===== src/rtl/csie_defines.vh =====
// Constants for the card socket interrupt event block
//Functional notes
//- Functional requests ignored for memory cards
//- Detect line transitions flag socket bits 2,1
//- Memory card battery transitions flag bits 1,0
//- Memory card ready transitions flag bit 2
//- I/O card status change flags bit 0
//- CardBus status change flags socket bit 0
//- Functional requests unmasked, reported at 0x91 bit0
//- Power-up complete flags bit 3
//- Each maskable source has own mask
//- Every source has a status flag
//- Change and functional interrupts routed separately
//- Legacy flags clear on read or write-one
//- Socket event flags clear only by write-one
//- Parallel pins driven only in parallel mode
//- Pin code per function and mode
`ifndef CSIE_DEFINES_VH
`define CSIE_DEFINES_VH

// ----------------------------------------
// Register byte addresses (index times four)
// ----------------------------------------
`define CSIE_IDX_CHG_FLAGS 12'h004
`define CSIE_IDX_CHG_MASKS 12'h005
`define CSIE_IDX_GLOBAL_CTL 12'h01e
`define CSIE_IDX_CARD_CTL 12'h091
`define CSIE_IDX_MODE_CTL 12'h092
`define CSIE_ADDR_CHG_FLAGS 12'h010
`define CSIE_ADDR_CHG_MASKS 12'h014
`define CSIE_ADDR_GLOBAL_CTL 12'h078
`define CSIE_ADDR_CARD_CTL 12'h244
`define CSIE_ADDR_MODE_CTL 12'h248
`define CSIE_ADDR_SOCK_EVENT 12'h400
`define CSIE_ADDR_SOCK_MASK 12'h404
`define CSIE_ADDR_ROUTE 12'h408
`define CSIE_ADDR_PIN_CODE 12'h40c

// ----------------------------------------
// Field positions and values
// ----------------------------------------
`define CSIE_BIT_BATT0 0
`define CSIE_BIT_BATT1 1
`define CSIE_BIT_READY 2
`define CSIE_BIT_CARD_STS 0
`define CSIE_BIT_PWR 3
`define CSIE_BIT_CB_STS 0
`define CSIE_BIT_CD_LO 1
`define CSIE_BIT_CD_HI 2
`define CSIE_BIT_FUNC 0
`define CSIE_BIT_W1C_SEL 2
`define CSIE_MODE_LSB 1
`define CSIE_MODE_MSB 2
`define CSIE_MODE_PARALLEL 2'h0
`define CSIE_MODE_RESERVED 2'h1
`define CSIE_MODE_SER_PAR 2'h2
`define CSIE_MODE_SERIAL 2'h3
`define CSIE_PIN_INTA 8'h01
`define CSIE_PIN_INTB 8'h02
`define CSIE_CARD_MEM 2'h0
`define CSIE_CARD_IO 2'h1
`define CSIE_CARD_CB 2'h2
`define CSIE_CARD_NONE 2'h3

// ----------------------------------------
// Reset values
// ----------------------------------------
`define CSIE_RST_MODE 8'h06
`define CSIE_RST_ROUTE 8'h10
`define CSIE_RST_BYTE 8'h00

`endif


===== src/rtl/csie_sync.v =====
// Two-flop synchroniser with edge detection for card lines
`timescale 1ns/10ps
module csie_sync (
    // Clock and reset
    input wire pclk,
    input wire presetn,
    // Lines
    input wire [7:0] din,
    output wire [7:0] level,
    output wire [7:0] toggled
);
    reg [7:0] meta_reg;
    reg [7:0] sync_reg;
    reg [7:0] prev_reg;
    reg [1:0] fill_reg;

    // Two flops, then a history flop for transition detect
    always @(posedge pclk or negedge presetn) begin
        if (!presetn) begin
            meta_reg <= 8'h00;
            sync_reg <= 8'h00;
            prev_reg <= 8'h00;
            fill_reg <= 2'h0;
        end else begin
            meta_reg <= din;
            sync_reg <= meta_reg;
            prev_reg <= sync_reg;
            if (fill_reg != 2'h3) begin
                fill_reg <= fill_reg + 2'h1;
            end
        end
    end

    // A line that idles high would look like a transition while the flops fill
    assign level = sync_reg;
    assign toggled = (sync_reg ^ prev_reg) & {8{fill_reg == 2'h3}};
endmodule // csie_sync


===== src/rtl/csie_top.v =====
// Socket interrupt event logic with APB register slave
//
// The APB slave port was left to the implementer.
`timescale 1ns/10ps
`include "csie_defines.vh"
module csie_top (
    // APB
    input wire pclk,
    input wire presetn,
    input wire psel,
    input wire penable,
    input wire pwrite,
    input wire [11:0] paddr,
    input wire [31:0] pwdata,
    output wire [31:0] prdata,
    output wire pready,
    output wire pslverr,
    // Card side lines
    input wire [1:0] card_type,
    input wire battery_detect_one,
    input wire battery_detect_two,
    input wire card_ready_line,
    input wire card_detect_one,
    input wire card_detect_two,
    input wire card_irq_request,
    input wire power_up_done,
    // Interrupt outputs
    output reg change_irq,
    output reg func_irq,
    output reg [2:0] multifunction_pin
);
    // ----------------------------------------
    // Line synchronisation
    // ----------------------------------------
    wire [7:0] lvl;
    wire [7:0] tog;

    // Lines: 0,1 battery/status, 2 ready, 3,4 detect, 5 request, 6 power done
    csie_sync u_sync (
        .pclk(pclk),
        .presetn(presetn),
        .din({1'b0, power_up_done, card_irq_request, card_detect_two,
              card_detect_one, card_ready_line, battery_detect_two,
              battery_detect_one}),
        .level(lvl),
        .toggled(tog)
    );

    // ----------------------------------------
    // Registers
    // ----------------------------------------
    reg [3:0] chg_flags_reg;
    reg [3:0] chg_flags_next;
    reg [3:0] chg_masks_reg;
    reg [7:0] global_ctl_reg;
    reg func_flag_reg;
    reg [7:0] mode_ctl_reg;
    reg [3:0] sock_event_reg;
    reg [3:0] sock_event_next;
    reg [3:0] sock_mask_reg;
    reg [7:0] route_reg;
    reg [31:0] prdata_reg;

    wire is_mem = (card_type == `CSIE_CARD_MEM);
    wire is_io = (card_type == `CSIE_CARD_IO);
    wire is_cb = (card_type == `CSIE_CARD_CB);
    wire is_16 = is_mem | is_io;
    wire [1:0] mode = mode_ctl_reg[`CSIE_MODE_MSB:`CSIE_MODE_LSB];

    // Access decode
    wire acc = psel & penable;
    wire wr = acc & pwrite;
    wire rd = acc & ~pwrite;

    // Address match helper
    function hit;
        input [11:0] a;
        input [11:0] ref_addr;
        begin
            hit = (a == ref_addr);
        end
    endfunction

    wire mapped = hit(paddr, `CSIE_ADDR_CHG_FLAGS) | hit(paddr, `CSIE_ADDR_CHG_MASKS) |
                  hit(paddr, `CSIE_ADDR_GLOBAL_CTL) | hit(paddr, `CSIE_ADDR_CARD_CTL) |
                  hit(paddr, `CSIE_ADDR_MODE_CTL) | hit(paddr, `CSIE_ADDR_SOCK_EVENT) |
                  hit(paddr, `CSIE_ADDR_SOCK_MASK) | hit(paddr, `CSIE_ADDR_ROUTE) |
                  hit(paddr, `CSIE_ADDR_PIN_CODE);

    assign pready = 1'b1;
    assign pslverr = acc & ~mapped;
    assign prdata = prdata_reg;

    // ----------------------------------------
    // Event sources
    // ----------------------------------------
    wire pwr_evt = tog[6] & lvl[6];
    wire cd_evt = tog[3] | tog[4];
    reg [3:0] leg_set;
    reg [3:0] sock_set;

    // Card-type steering of events into flag sets
    always @* begin
        leg_set = 4'h0;
        sock_set = 4'h0;
        if (is_mem) begin
            leg_set[`CSIE_BIT_BATT0] = tog[0];
            leg_set[`CSIE_BIT_BATT1] = tog[1];
            leg_set[`CSIE_BIT_READY] = tog[2];
        end
        if (is_io) begin
            leg_set[`CSIE_BIT_CARD_STS] = tog[0] & lvl[0];
        end
        if (is_16) begin
            leg_set[`CSIE_BIT_PWR] = pwr_evt;
        end
        if (is_cb) begin
            sock_set[`CSIE_BIT_CB_STS] = tog[0] & lvl[0];
            sock_set[`CSIE_BIT_PWR] = pwr_evt;
        end
        sock_set[`CSIE_BIT_CD_LO] = cd_evt;
        sock_set[`CSIE_BIT_CD_HI] = cd_evt;
    end

    // Functional request valid only for I/O and CardBus cards
    wire func_req = lvl[5] & (is_io | is_cb);

    // ----------------------------------------
    // Flag next-state: set wins over clear
    // ----------------------------------------
    wire w1c_mode = global_ctl_reg[`CSIE_BIT_W1C_SEL];
    always @* begin
        chg_flags_next = chg_flags_reg;
        if (hit(paddr, `CSIE_ADDR_CHG_FLAGS)) begin
            if (w1c_mode && wr) begin
                chg_flags_next = chg_flags_reg & ~pwdata[3:0];
            end else if (!w1c_mode && rd) begin
                // Clear only the bits captured for this read, so a late event survives
                chg_flags_next = chg_flags_reg & ~prdata_reg[3:0];
            end
        end
        chg_flags_next = chg_flags_next | leg_set;
        sock_event_next = sock_event_reg;
        if (wr && hit(paddr, `CSIE_ADDR_SOCK_EVENT)) begin
            sock_event_next = sock_event_reg & ~pwdata[3:0];
        end
        sock_event_next = sock_event_next | sock_set;
    end

    // ----------------------------------------
    // Register writes and flag updates
    // ----------------------------------------
    always @(posedge pclk or negedge presetn) begin
        if (!presetn) begin
            chg_flags_reg <= 4'h0;
            chg_masks_reg <= 4'h0;
            global_ctl_reg <= `CSIE_RST_BYTE;
            func_flag_reg <= 1'b0;
            mode_ctl_reg <= `CSIE_RST_MODE;
            sock_event_reg <= 4'h0;
            sock_mask_reg <= 4'h0;
            route_reg <= `CSIE_RST_ROUTE;
        end else begin
            chg_flags_reg <= chg_flags_next;
            sock_event_reg <= sock_event_next;
            func_flag_reg <= func_req;
            if (wr) begin
                if (hit(paddr, `CSIE_ADDR_CHG_MASKS)) begin
                    chg_masks_reg <= pwdata[3:0];
                end
                if (hit(paddr, `CSIE_ADDR_GLOBAL_CTL)) begin
                    global_ctl_reg <= pwdata[7:0];
                end
                if (hit(paddr, `CSIE_ADDR_MODE_CTL)) begin
                    mode_ctl_reg <= pwdata[7:0];
                end
                if (hit(paddr, `CSIE_ADDR_SOCK_MASK)) begin
                    sock_mask_reg <= pwdata[3:0];
                end
                if (hit(paddr, `CSIE_ADDR_ROUTE)) begin
                    route_reg <= pwdata[7:0];
                end
            end
        end
    end

    // ----------------------------------------
    // Pin code per function
    // ----------------------------------------
    wire [7:0] pin_f0 = `CSIE_PIN_INTA;
    wire [7:0] pin_f1 = (mode == `CSIE_MODE_SER_PAR) ? `CSIE_PIN_INTA : `CSIE_PIN_INTB;

    // ----------------------------------------
    // Read data
    // ----------------------------------------
    always @(posedge pclk or negedge presetn) begin
        if (!presetn) begin
            prdata_reg <= 32'h00000000;
        end else if (psel && !penable && !pwrite) begin
            case (paddr)
                `CSIE_ADDR_CHG_FLAGS: prdata_reg <= {28'h0, chg_flags_reg};
                `CSIE_ADDR_CHG_MASKS: prdata_reg <= {28'h0, chg_masks_reg};
                `CSIE_ADDR_GLOBAL_CTL: prdata_reg <= {24'h0, global_ctl_reg};
                `CSIE_ADDR_CARD_CTL: prdata_reg <= {31'h0, func_flag_reg};
                `CSIE_ADDR_MODE_CTL: prdata_reg <= {24'h0, mode_ctl_reg};
                `CSIE_ADDR_SOCK_EVENT: prdata_reg <= {28'h0, sock_event_reg};
                `CSIE_ADDR_SOCK_MASK: prdata_reg <= {28'h0, sock_mask_reg};
                `CSIE_ADDR_ROUTE: prdata_reg <= {24'h0, route_reg};
                `CSIE_ADDR_PIN_CODE: prdata_reg <= {16'h0, pin_f1, pin_f0};
                default: prdata_reg <= 32'h00000000;
            endcase
        end
    end

    // ----------------------------------------
    // Interrupt generation and routing
    // ----------------------------------------
    wire change_any = (|(chg_flags_reg & chg_masks_reg) & is_16) |
        (|(sock_event_reg & sock_mask_reg));
    wire [2:0] pin_change = route_reg[2:0];
    wire [2:0] pin_func = route_reg[6:4];
    reg [2:0] mf_next;

    // Parallel pins driven only in pure parallel mode
    always @* begin
        mf_next = 3'h0;
        if (mode == `CSIE_MODE_PARALLEL) begin
            if (change_any && pin_change < 3'h3) begin
                mf_next[pin_change[1:0]] = 1'b1;
            end
            if (func_flag_reg && pin_func < 3'h3) begin
                mf_next[pin_func[1:0]] = 1'b1;
            end
        end
    end

    always @(posedge pclk or negedge presetn) begin
        if (!presetn) begin
            change_irq <= 1'b0;
            func_irq <= 1'b0;
            multifunction_pin <= 3'h0;
        end else begin
            change_irq <= change_any;
            func_irq <= func_flag_reg;
            multifunction_pin <= mf_next;
        end
    end
endmodule // csie_top


===== config.mk =====
export PLATFORM = sky130hd
export DESIGN_NAME = csie_top
export DESIGN_NICKNAME = d
export VERILOG_FILES = /design/src/rtl/csie_sync.v /design/src/rtl/csie_top.v
export VERILOG_INCLUDE_DIRS = /design/src /design/src/rtl
export SDC_FILE = /design/constraint.sdc
export NUM_CORES = 1
export LEC_CHECK = 0
export BUFFER_PORTS_ARGS = -buffer_cell sky130_fd_sc_hd__buf_2
export CAP_MARGIN = 10
export CELL_PAD_IN_SITES_DETAIL_PLACEMENT = 1
export CELL_PAD_IN_SITES_GLOBAL_PLACEMENT = 2
export CORE_ASPECT_RATIO = 1.75
export CORE_MARGIN = 4
export CORE_UTILIZATION = 30
export CTS_CLUSTER_SIZE = 24
export DETAILED_ROUTE_END_ITERATION = 8
export PLACE_DENSITY = 0.67
export SYNTH_ARGS = -nofsm -noshare
export SYNTH_HDL_FRONTEND = slang
export SYNTH_HIERARCHICAL = 1
export SYNTH_SLANG_ARGS = --single-unit

===== constraint.sdc =====
create_clock -name pclk -period 3.4 [get_ports pclk]
set_input_delay 0.68 -clock pclk [delete_from_list [all_inputs] [get_ports pclk]]
set_output_delay 0.68 -clock pclk [all_outputs]
set_load 0.005 [all_outputs]

Yosys cells after proc, flatten, opt, wreduce, memory -nomap -nowiden --
Index checks and enable logic that the tools add are counted.
Storage, ports and cells: logic and storage cells 111, register bits after elaboration 101
Operators by class: reduce and logical (&&, ||, !) cells 21, equal/unequal tests 14, bitwise gates (word level) 34, add/subtract/negate cells 1, mux-type cells 19, order comparisons 6
Operators with widths (count):
- 10-bit one-hot mux with 9 select lines | 1
- 12-bit by 11-bit == test with 1-bit output (second input constant) | 4
- 12-bit by 10-bit == test with 1-bit output (second input constant) | 2
- 12-bit by 5-bit == test with 1-bit output (second input constant) | 2
- 4-bit bitwise AND | 5
- 4-bit two-way mux | 4
- 3-bit two-way mux | 5
- 12-bit by 7-bit == test with 1-bit output (second input constant) | 1
- 1-bit OR | 12
- 2-bit AND reduction | 5
- 1-bit logical AND | 9
- 1-bit bitwise AND | 8
- 4-bit inverter | 2
- 4-bit OR | 2
- 4-bit OR reduction | 2
- 7-bit bitwise AND | 1
- 7-bit bitwise XOR | 1
- 2-bit == test (second input constant) | 3
- 2-bit by 3-bit less-than comparator with 1-bit output (second input constant) | 2
- 3-bit by 2-bit less-than comparator with 1-bit output (second input constant) | 2
- 1-bit two-way mux | 6
- 1-bit demux with 2-bit select | 2
- 2-bit by 1-bit greater-or-equal comparator with 1-bit output (second input constant) | 2
- 2-bit zero test | 2
- 7 further kinds | 10

Logic depth before layout (Yosys ltp) --
Gate-level depths: netlist (run 1).
depth in word-level cells 11, gate-level depth with buffers 7

By module --
The synthesis (run 1) kept the hierarchy.
By module, submodules not included:
- csie_top | cells an instance 286, area an instance 3100.5 um^2, times used 1, sequential area each 1405.1 um^2
- csie_sync | cells an instance 46, area an instance 820.8 um^2, times used 1, sequential area each 650.6 um^2

Least setup slack after synthesis (run 1) --
OpenSTA, ideal clock, no wires.
path type in2out, start point in paddr[5], end point out pslverr, setup slack 0.877 ns, buffers on the path 1, required time 2.720 ns, stages on the path 5, arrival time 1.843 ns, cells stage by stage or4_4 > buf_6 > nor2_1 > o21ai_0 > and4_1
Between the ends: word-level cells in the longest chain between the ends 11, elaborated cells on any way between the ends 19
Ends and longest elaborated chain:
- from (decl) | RTL line csie_top.v:13 | input wire [11:0] paddr,
- 12-bit by 5-bit == test with 1-bit output | RTL line csie_top.v:80 | hit = (a == ref_addr);
- 1-bit OR (7 in a row) | RTL line csie_top.v:84 | wire mapped = hit(paddr, `CSIE_ADDR_CHG_FLAGS) | hit(paddr, `CSIE_ADDR_CHG_MASKS) |
- 1-bit OR * | RTL line csie_top.v:84
- 1-bit inverter * | RTL line csie_top.v:91 | assign pslverr = acc & ~mapped;
- 1-bit bitwise AND * | RTL line csie_top.v:91
- to (decl) | RTL line csie_top.v:17 | output wire pslverr,
Every way passes the cells marked *; elsewhere a longest branch is shown, timed or not.

Worst setup path after layout (run 1) --
start point in paddr[9], end point out pslverr
The elaborated chain is that of the path after synthesis.

==> flow_summary.json, run 1 <==
{
  "drtIter0Drc": 93,
  "crit_path_cell_trace": "buf_2, or4_1, nor2_1, o21ai_0, and4_1, buf_2",
  "cts_tree": "built",
  "initial_utilization_pct": 30.50,
  "grt_pass1_wl_um": 16300,
  "grt.overflow.total": 0,
  "hold_viol_final": 0,
  "root_buffer": "clkbuf_16",
  "cts_inserted_buffers": 9,
  "end_kind": "output port",
  "syn_area_um2": 3791,
  "ir_drop_mv": 0.2182,
  "grt_util_all_layers_pct": 15.02,
  "synth.avg_cell_area_um2": 11.70,
  "h-tree-depth": 3,
  "slew_headroom_pct": 32.85,
  "required_ns": 2.72,
  "hold_buffers": 0,
  "rsz0062_at_grt": "no",
  "yosys_warnings": 6,
  "drt-total-wl_um": 10400,
  "maxSlewViolCount": 0,
  "worst_pin_slew_ns": 1.007,
  "status": "finished clean",
  "crit_path_start_kind": "primary input",
  "grt_pass1_vias": 2983,
  "largest_reg_flops": 10,
  "grt_max_degree": 79,
  "worst_hold_path_type": "reg2reg",
  "cts_max_path_buffers": 2,
  "drc": 0,
  "finalPower_mw": 2.122,
  "synthCells": 324,
  "critPathMaxStageDelay_ns": 0.65,
  "p_per_area_nw_per_um2": 470.5,
  "diodes": 0,
  "min_period_over_period_pct": 86.04,
  "clock_latency_ns": 0.34,
  "route.antenna.remaining_nets": 0,
  "min_period_ns": 2.926,
  "fp.dieArea_um2": 14570,
  "fmax_mhz": 341.8,
  "path_common_cell": "buf_2",
  "p_leak_nw": 2.049,
  "ios": 97,
  "cts_num_sinks": 78,
  "grt_antenna_before_repair": 0,
  "vias_per_cell": 4.906,
  "coreArea_um2": 12430,
  "hpwl_um": 8005,
  "chipHeight_um": 156.7,
  "fillers": 1415,
  "syn_to_final_growth_pct": 18.94,
  "drive_above_1_share_pct": 31.70,
  "core.rowCount": 54,
  "finalSetupTns_ns": 0,
  "dr.pass1.iters": 4,
  "setup_viol": 0,
  "post_drt_wl_per_cell_um": 18.70,
  "cp_max_fo": 6,
  "gp_congestion": 0.7967,
  "ctsResizeCount": 0,
  "cp.arrival_ns": 2.25,
  "die_x_um": 92.98,
  "fin_nets": 446,
  "drv_cap": 0,
  "numPortBuffers": 49,
  "skew_ns": 0.006780,
  "cts.reportedPaths.clkPinSlew_ns": 0.06,
  "path_class": "in2out",
  "postCtsSetupRepairBufs": 0,
  "vias": 2728,
  "slowest_stage": "or4_1"
}
## stage by stage
step | instances | setup WS [ns] | utilization [%] | hold WS, ns | cell area [um^2]
after detailed placement | 540 | 0.4905 | 33.68 | 0.3363 | 4187
after CTS | 556 | 0.4886 | 36.27 | 0.3504 | 4509
after global routing | 556 | 0.3418 | 36.27 | 0.3547 | 4509
after global placement | 540 | 0.4839 | 33.68 | 0.3329 | 4187
after floorplan | 345 | 0.8767 | - | 0.3312 | 3870
final | 556 | 0.4745 | 36.27 | 0.3478 | 4509
## where the power goes
group | leakage, nW | switching [mW] | internal (mW)
clock | 0.154 | 0.393 | 0.649
sequential | 0.979 | 0.0108 | 0.945
combinational | 0.917 | 0.0818 | 0.0416
## worst max-delay path, delay by kind of cell
kind,cells,cell delay [ns]
AOI/OAI and AO/OA,1,0.17
buffers and inverters,2,0.25
and+or+nand+nor,3,1.14
## cell type report
type                       count  area, um^2  share of cell area (%)
multi-input combinational    227        1668                   36.99
tap                          168       210.2                   4.662
sequential                    78        1956                   43.37
clock buffer                  10       229.0                   5.078
inverter                       8       30.03                  0.6659
clock inverter                 6       93.84                   2.081
timing repair buffer          59       322.8                   7.159
## layer usage
| layer | global-route usage [%] | vias up | wire, um |
|---|---|---|---|
| met4 | 6.778 | 0 | 281 |
| met5 | 0 | - | 0 |
| li1 | - | 1238 | - |
| met3 | 2.646 | 19 | 385 |
| met1 | 14.32 | 1407 | 3610 |
| met2 | 30.18 | 64 | 6117 |
## final timing paths
check,slack (ns),to,cells after the start,start
worst max-delay path,0.47,pslverr,6,paddr[9]
worst min-delay path,0.35,u_sync/level[3],0,u_sync/meta_reg[3]
worst max register to register,1.67,multifunction_pin[2],5,chg_flags_reg[2]
worst min register to register,0.35,u_sync/level[3],0,u_sync/meta_reg[3]
max in group asynchronous,2.24,prdata[1],1,presetn
min in group asynchronous,0.49,change_irq,1,presetn
## cell usage in the layout, fill, tap and decap left out, drive strengths merged, types with 4 or more instances in the layout
cell type	instances
nor2	16
a21oi	6
nand3	6
o21ai	15
conb	23
nor4	4
buf	59
mux2	33
clkbuf	10
inv	10
nor4bb	4
ha	5
nand2	28
dfrtp	75
a22oi	17
and2	9
xor2	6
No activity file was read; power rests on OpenSTA's default activity.
==> run 2: changes to the inputs <==
- CELL_PAD_IN_SITES_DETAIL_PLACEMENT: 1 -> 0
- CELL_PAD_IN_SITES_GLOBAL_PLACEMENT: 2 -> 1
- PLACE_DENSITY: 0.67 -> 0.56
==> run 2 against run 1 <==
Critical path depth is the same. Worst hold slack lost 0.0015 ns. First-iteration DRC count grew 56%. Sequential cell count is the same. Global-route usage shrank 0.79 points. Count of clock-buffer cells in the layout grew 1. Die area is the same. Combinational power is essentially flat. Clock skew grew 0.0011 ns. Largest power group unchanged. Routed wire length shrank 6.1%. Critical path type unchanged. Sequential share of layout area shrank 0.11 points.
==> flow_summary.json, run 2 (synthesis results as in run 1) <==
{
  "required_ns": 2.72,
  "p_leak_nw": 2.057,
  "power.internal_mw": 1.669,
  "grt.overflow.total": 0,
  "maxSlewViolCount": 0,
  "clockPowerShare_pct": 49.4,
  "root_buffer": "clkbuf_16",
  "seq_area_um2": 1956,
  "path_class": "in2out",
  "crit_path_start_kind": "primary input",
  "final_util_pct": 36.36,
  "h-tree-depth": 3,
  "drive_above_1_share_pct": 31.96,
  "hold_viol_final": 0,
  "cp.arrival_ns": 2.24,
  "grt_max_degree": 79,
  "min_period_ns": 2.924,
  "vias": 2675,
  "seqPwrFrac_pct": 44.9,
  "grt_util_all_layers_pct": 14.22,
  "ctsResizeCount": 0,
  "fin_nets": 446,
  "placedCellCount": 540,
  "cts_inserted_buffers": 9,
  "setup_viol": 0,
  "cts_num_sinks": 78,
  "finalSetupTns_ns": 0,
  "slew_headroom_pct": 33.90,
  "cts.reportedPaths.clkPinSlew_ns": 0.05,
  "layout_commonest_cell": "dfrtp_1",
  "syn_to_final_growth_pct": 19.24,
  "drt-total-wl_um": 9756,
  "fillers": 1269,
  "p_sw_share_pct": 21.52,
  "cp_max_fo": 6,
  "cts_tree": "built",
  "setup_slack_ns": 0.4762,
  "vias_per_cell": 4.811,
  "numPortBuffers": 49,
  "startpoint": "paddr[9]",
  "status": "finished clean",
  "grt_antenna_before_repair": 0,
  "chipHeight_um": 156.7,
  "rsz0062_at_grt": "no",
  "multiInputGateArea_um2": 1668,
  "drtIter0Drc": 145,
  "ios": 97,
  "dr.pass1.iters": 4,
  "gp_congestion": 0.7611,
  "post_drt_wl_per_cell_um": 17.55,
  "route.antenna.remaining_nets": 0,
  "comb_power_share_pct": 5.7,
  "initial_utilization_pct": 30.50,
  "postCtsSetupRepairBufs": 0,
  "final_cells": 556,
  "r2r-start": "chg_flags_reg[2]",
  "cts_max_path_buffers": 2,
  "drv_cap": 0,
  "skew_ns": 0.007840,
  "hpwl_um": 7395,
  "ir_drop_mv": 0.2648,
  "p_per_area_nw_per_um2": 470.4,
  "worst_hold_path_type": "reg2reg",
  "min-delay-start": "u_sync/meta_reg[0]",
  "coreArea_um2": 12430,
  "power_switching_mw": 0.4577,
  "drc": 0,
  "largest_reg_flops": 10,
  "diodes": 0,
  "final_cell_mix": "75 x dfrtp_1, 48 x buf_2, 28 x nand2_1",
  "core.rowCount": 54,
  "worst_pin_slew_ns": 0.9915,
  "fp.dieArea_um2": 14570,
  "min_period_over_period_pct": 85.99,
  "end_kind": "output port",
  "hold_buffers": 0,
  "pre_cts_ws_ns": 0.5047,
  "grt_pass1_wl_um": 15290,
  "clock_latency_ns": 0.34,
  "die_x_um": 92.98,
  "fmax_mhz": 342.0,
  "grt_pass1_vias": 2776
}
run 2: changes by cell type in the layout (fill, tap and decap cells not counted):
cell	change
clkinv_2	+1
clkbuf_8	+2
clkbuf_1	-1
inv_6	-2
run 2: final timing paths:
path	to	slack (ns)	cells after the start
setup / recovery	pslverr	0.48	6
hold / removal	u_sync/level[0]	0.35	0
setup reg to reg	multifunction_pin[2]	1.62	5
hold reg to reg	u_sync/level[0]	0.35	0
max in group asynchronous	route_reg[2]	2.26	1
min in group asynchronous	u_sync/level[1]	0.49	1
run 2: power by group through the flow:
stage                     Sequential, mW  Combinational, mW  Clock, mW
after floorplan                    0.969             0.0730          0
after global placement             0.972              0.122          0
after detailed placement           0.972              0.124          0
after CTS                          0.955              0.124       1.08
after global routing               0.957              0.137       1.12
final                              0.955              0.121       1.05
run 2: layer usage:
| layer | GRT usage [%] | share of wire [%] |
|---|---|---|
| met5 | 0 | 0 |
| met4 | 8.945 | 4.6 |
| met3 | 2.982 | 4.5 |
| met2 | 26.30 | 55 |
| met1 | 14.19 | 36 |
run 2: critical path, stage by stage:
cell,delay (ns)
buf_2,0.13
or4_1,0.65
nor2_1,0.26
o21ai_0,0.16
and4_1,0.23
buf_2,0.13
run 2: stage by stage:
step / hold WS [ns] / total power, mW / cell area [um^2]
after floorplan: 0.3312 / 1.042 / 3870
after global placement: 0.3316 / 1.094 / 4187
after detailed placement: 0.3347 / 1.096 / 4187
after CTS: 0.3479 / 2.163 / 4521
after global routing: 0.3537 / 2.214 / 4521
final: 0.3463 / 2.127 / 4521
run 2: cell type report:
cell class	instances	area share, %
timing repair buffer	59	7.141
inverter	8	0.6643
clock buffer	11	5.591
clock inverter	5	1.799
multi-input combinational	227	36.89
sequential	78	43.26
tap	168	4.650
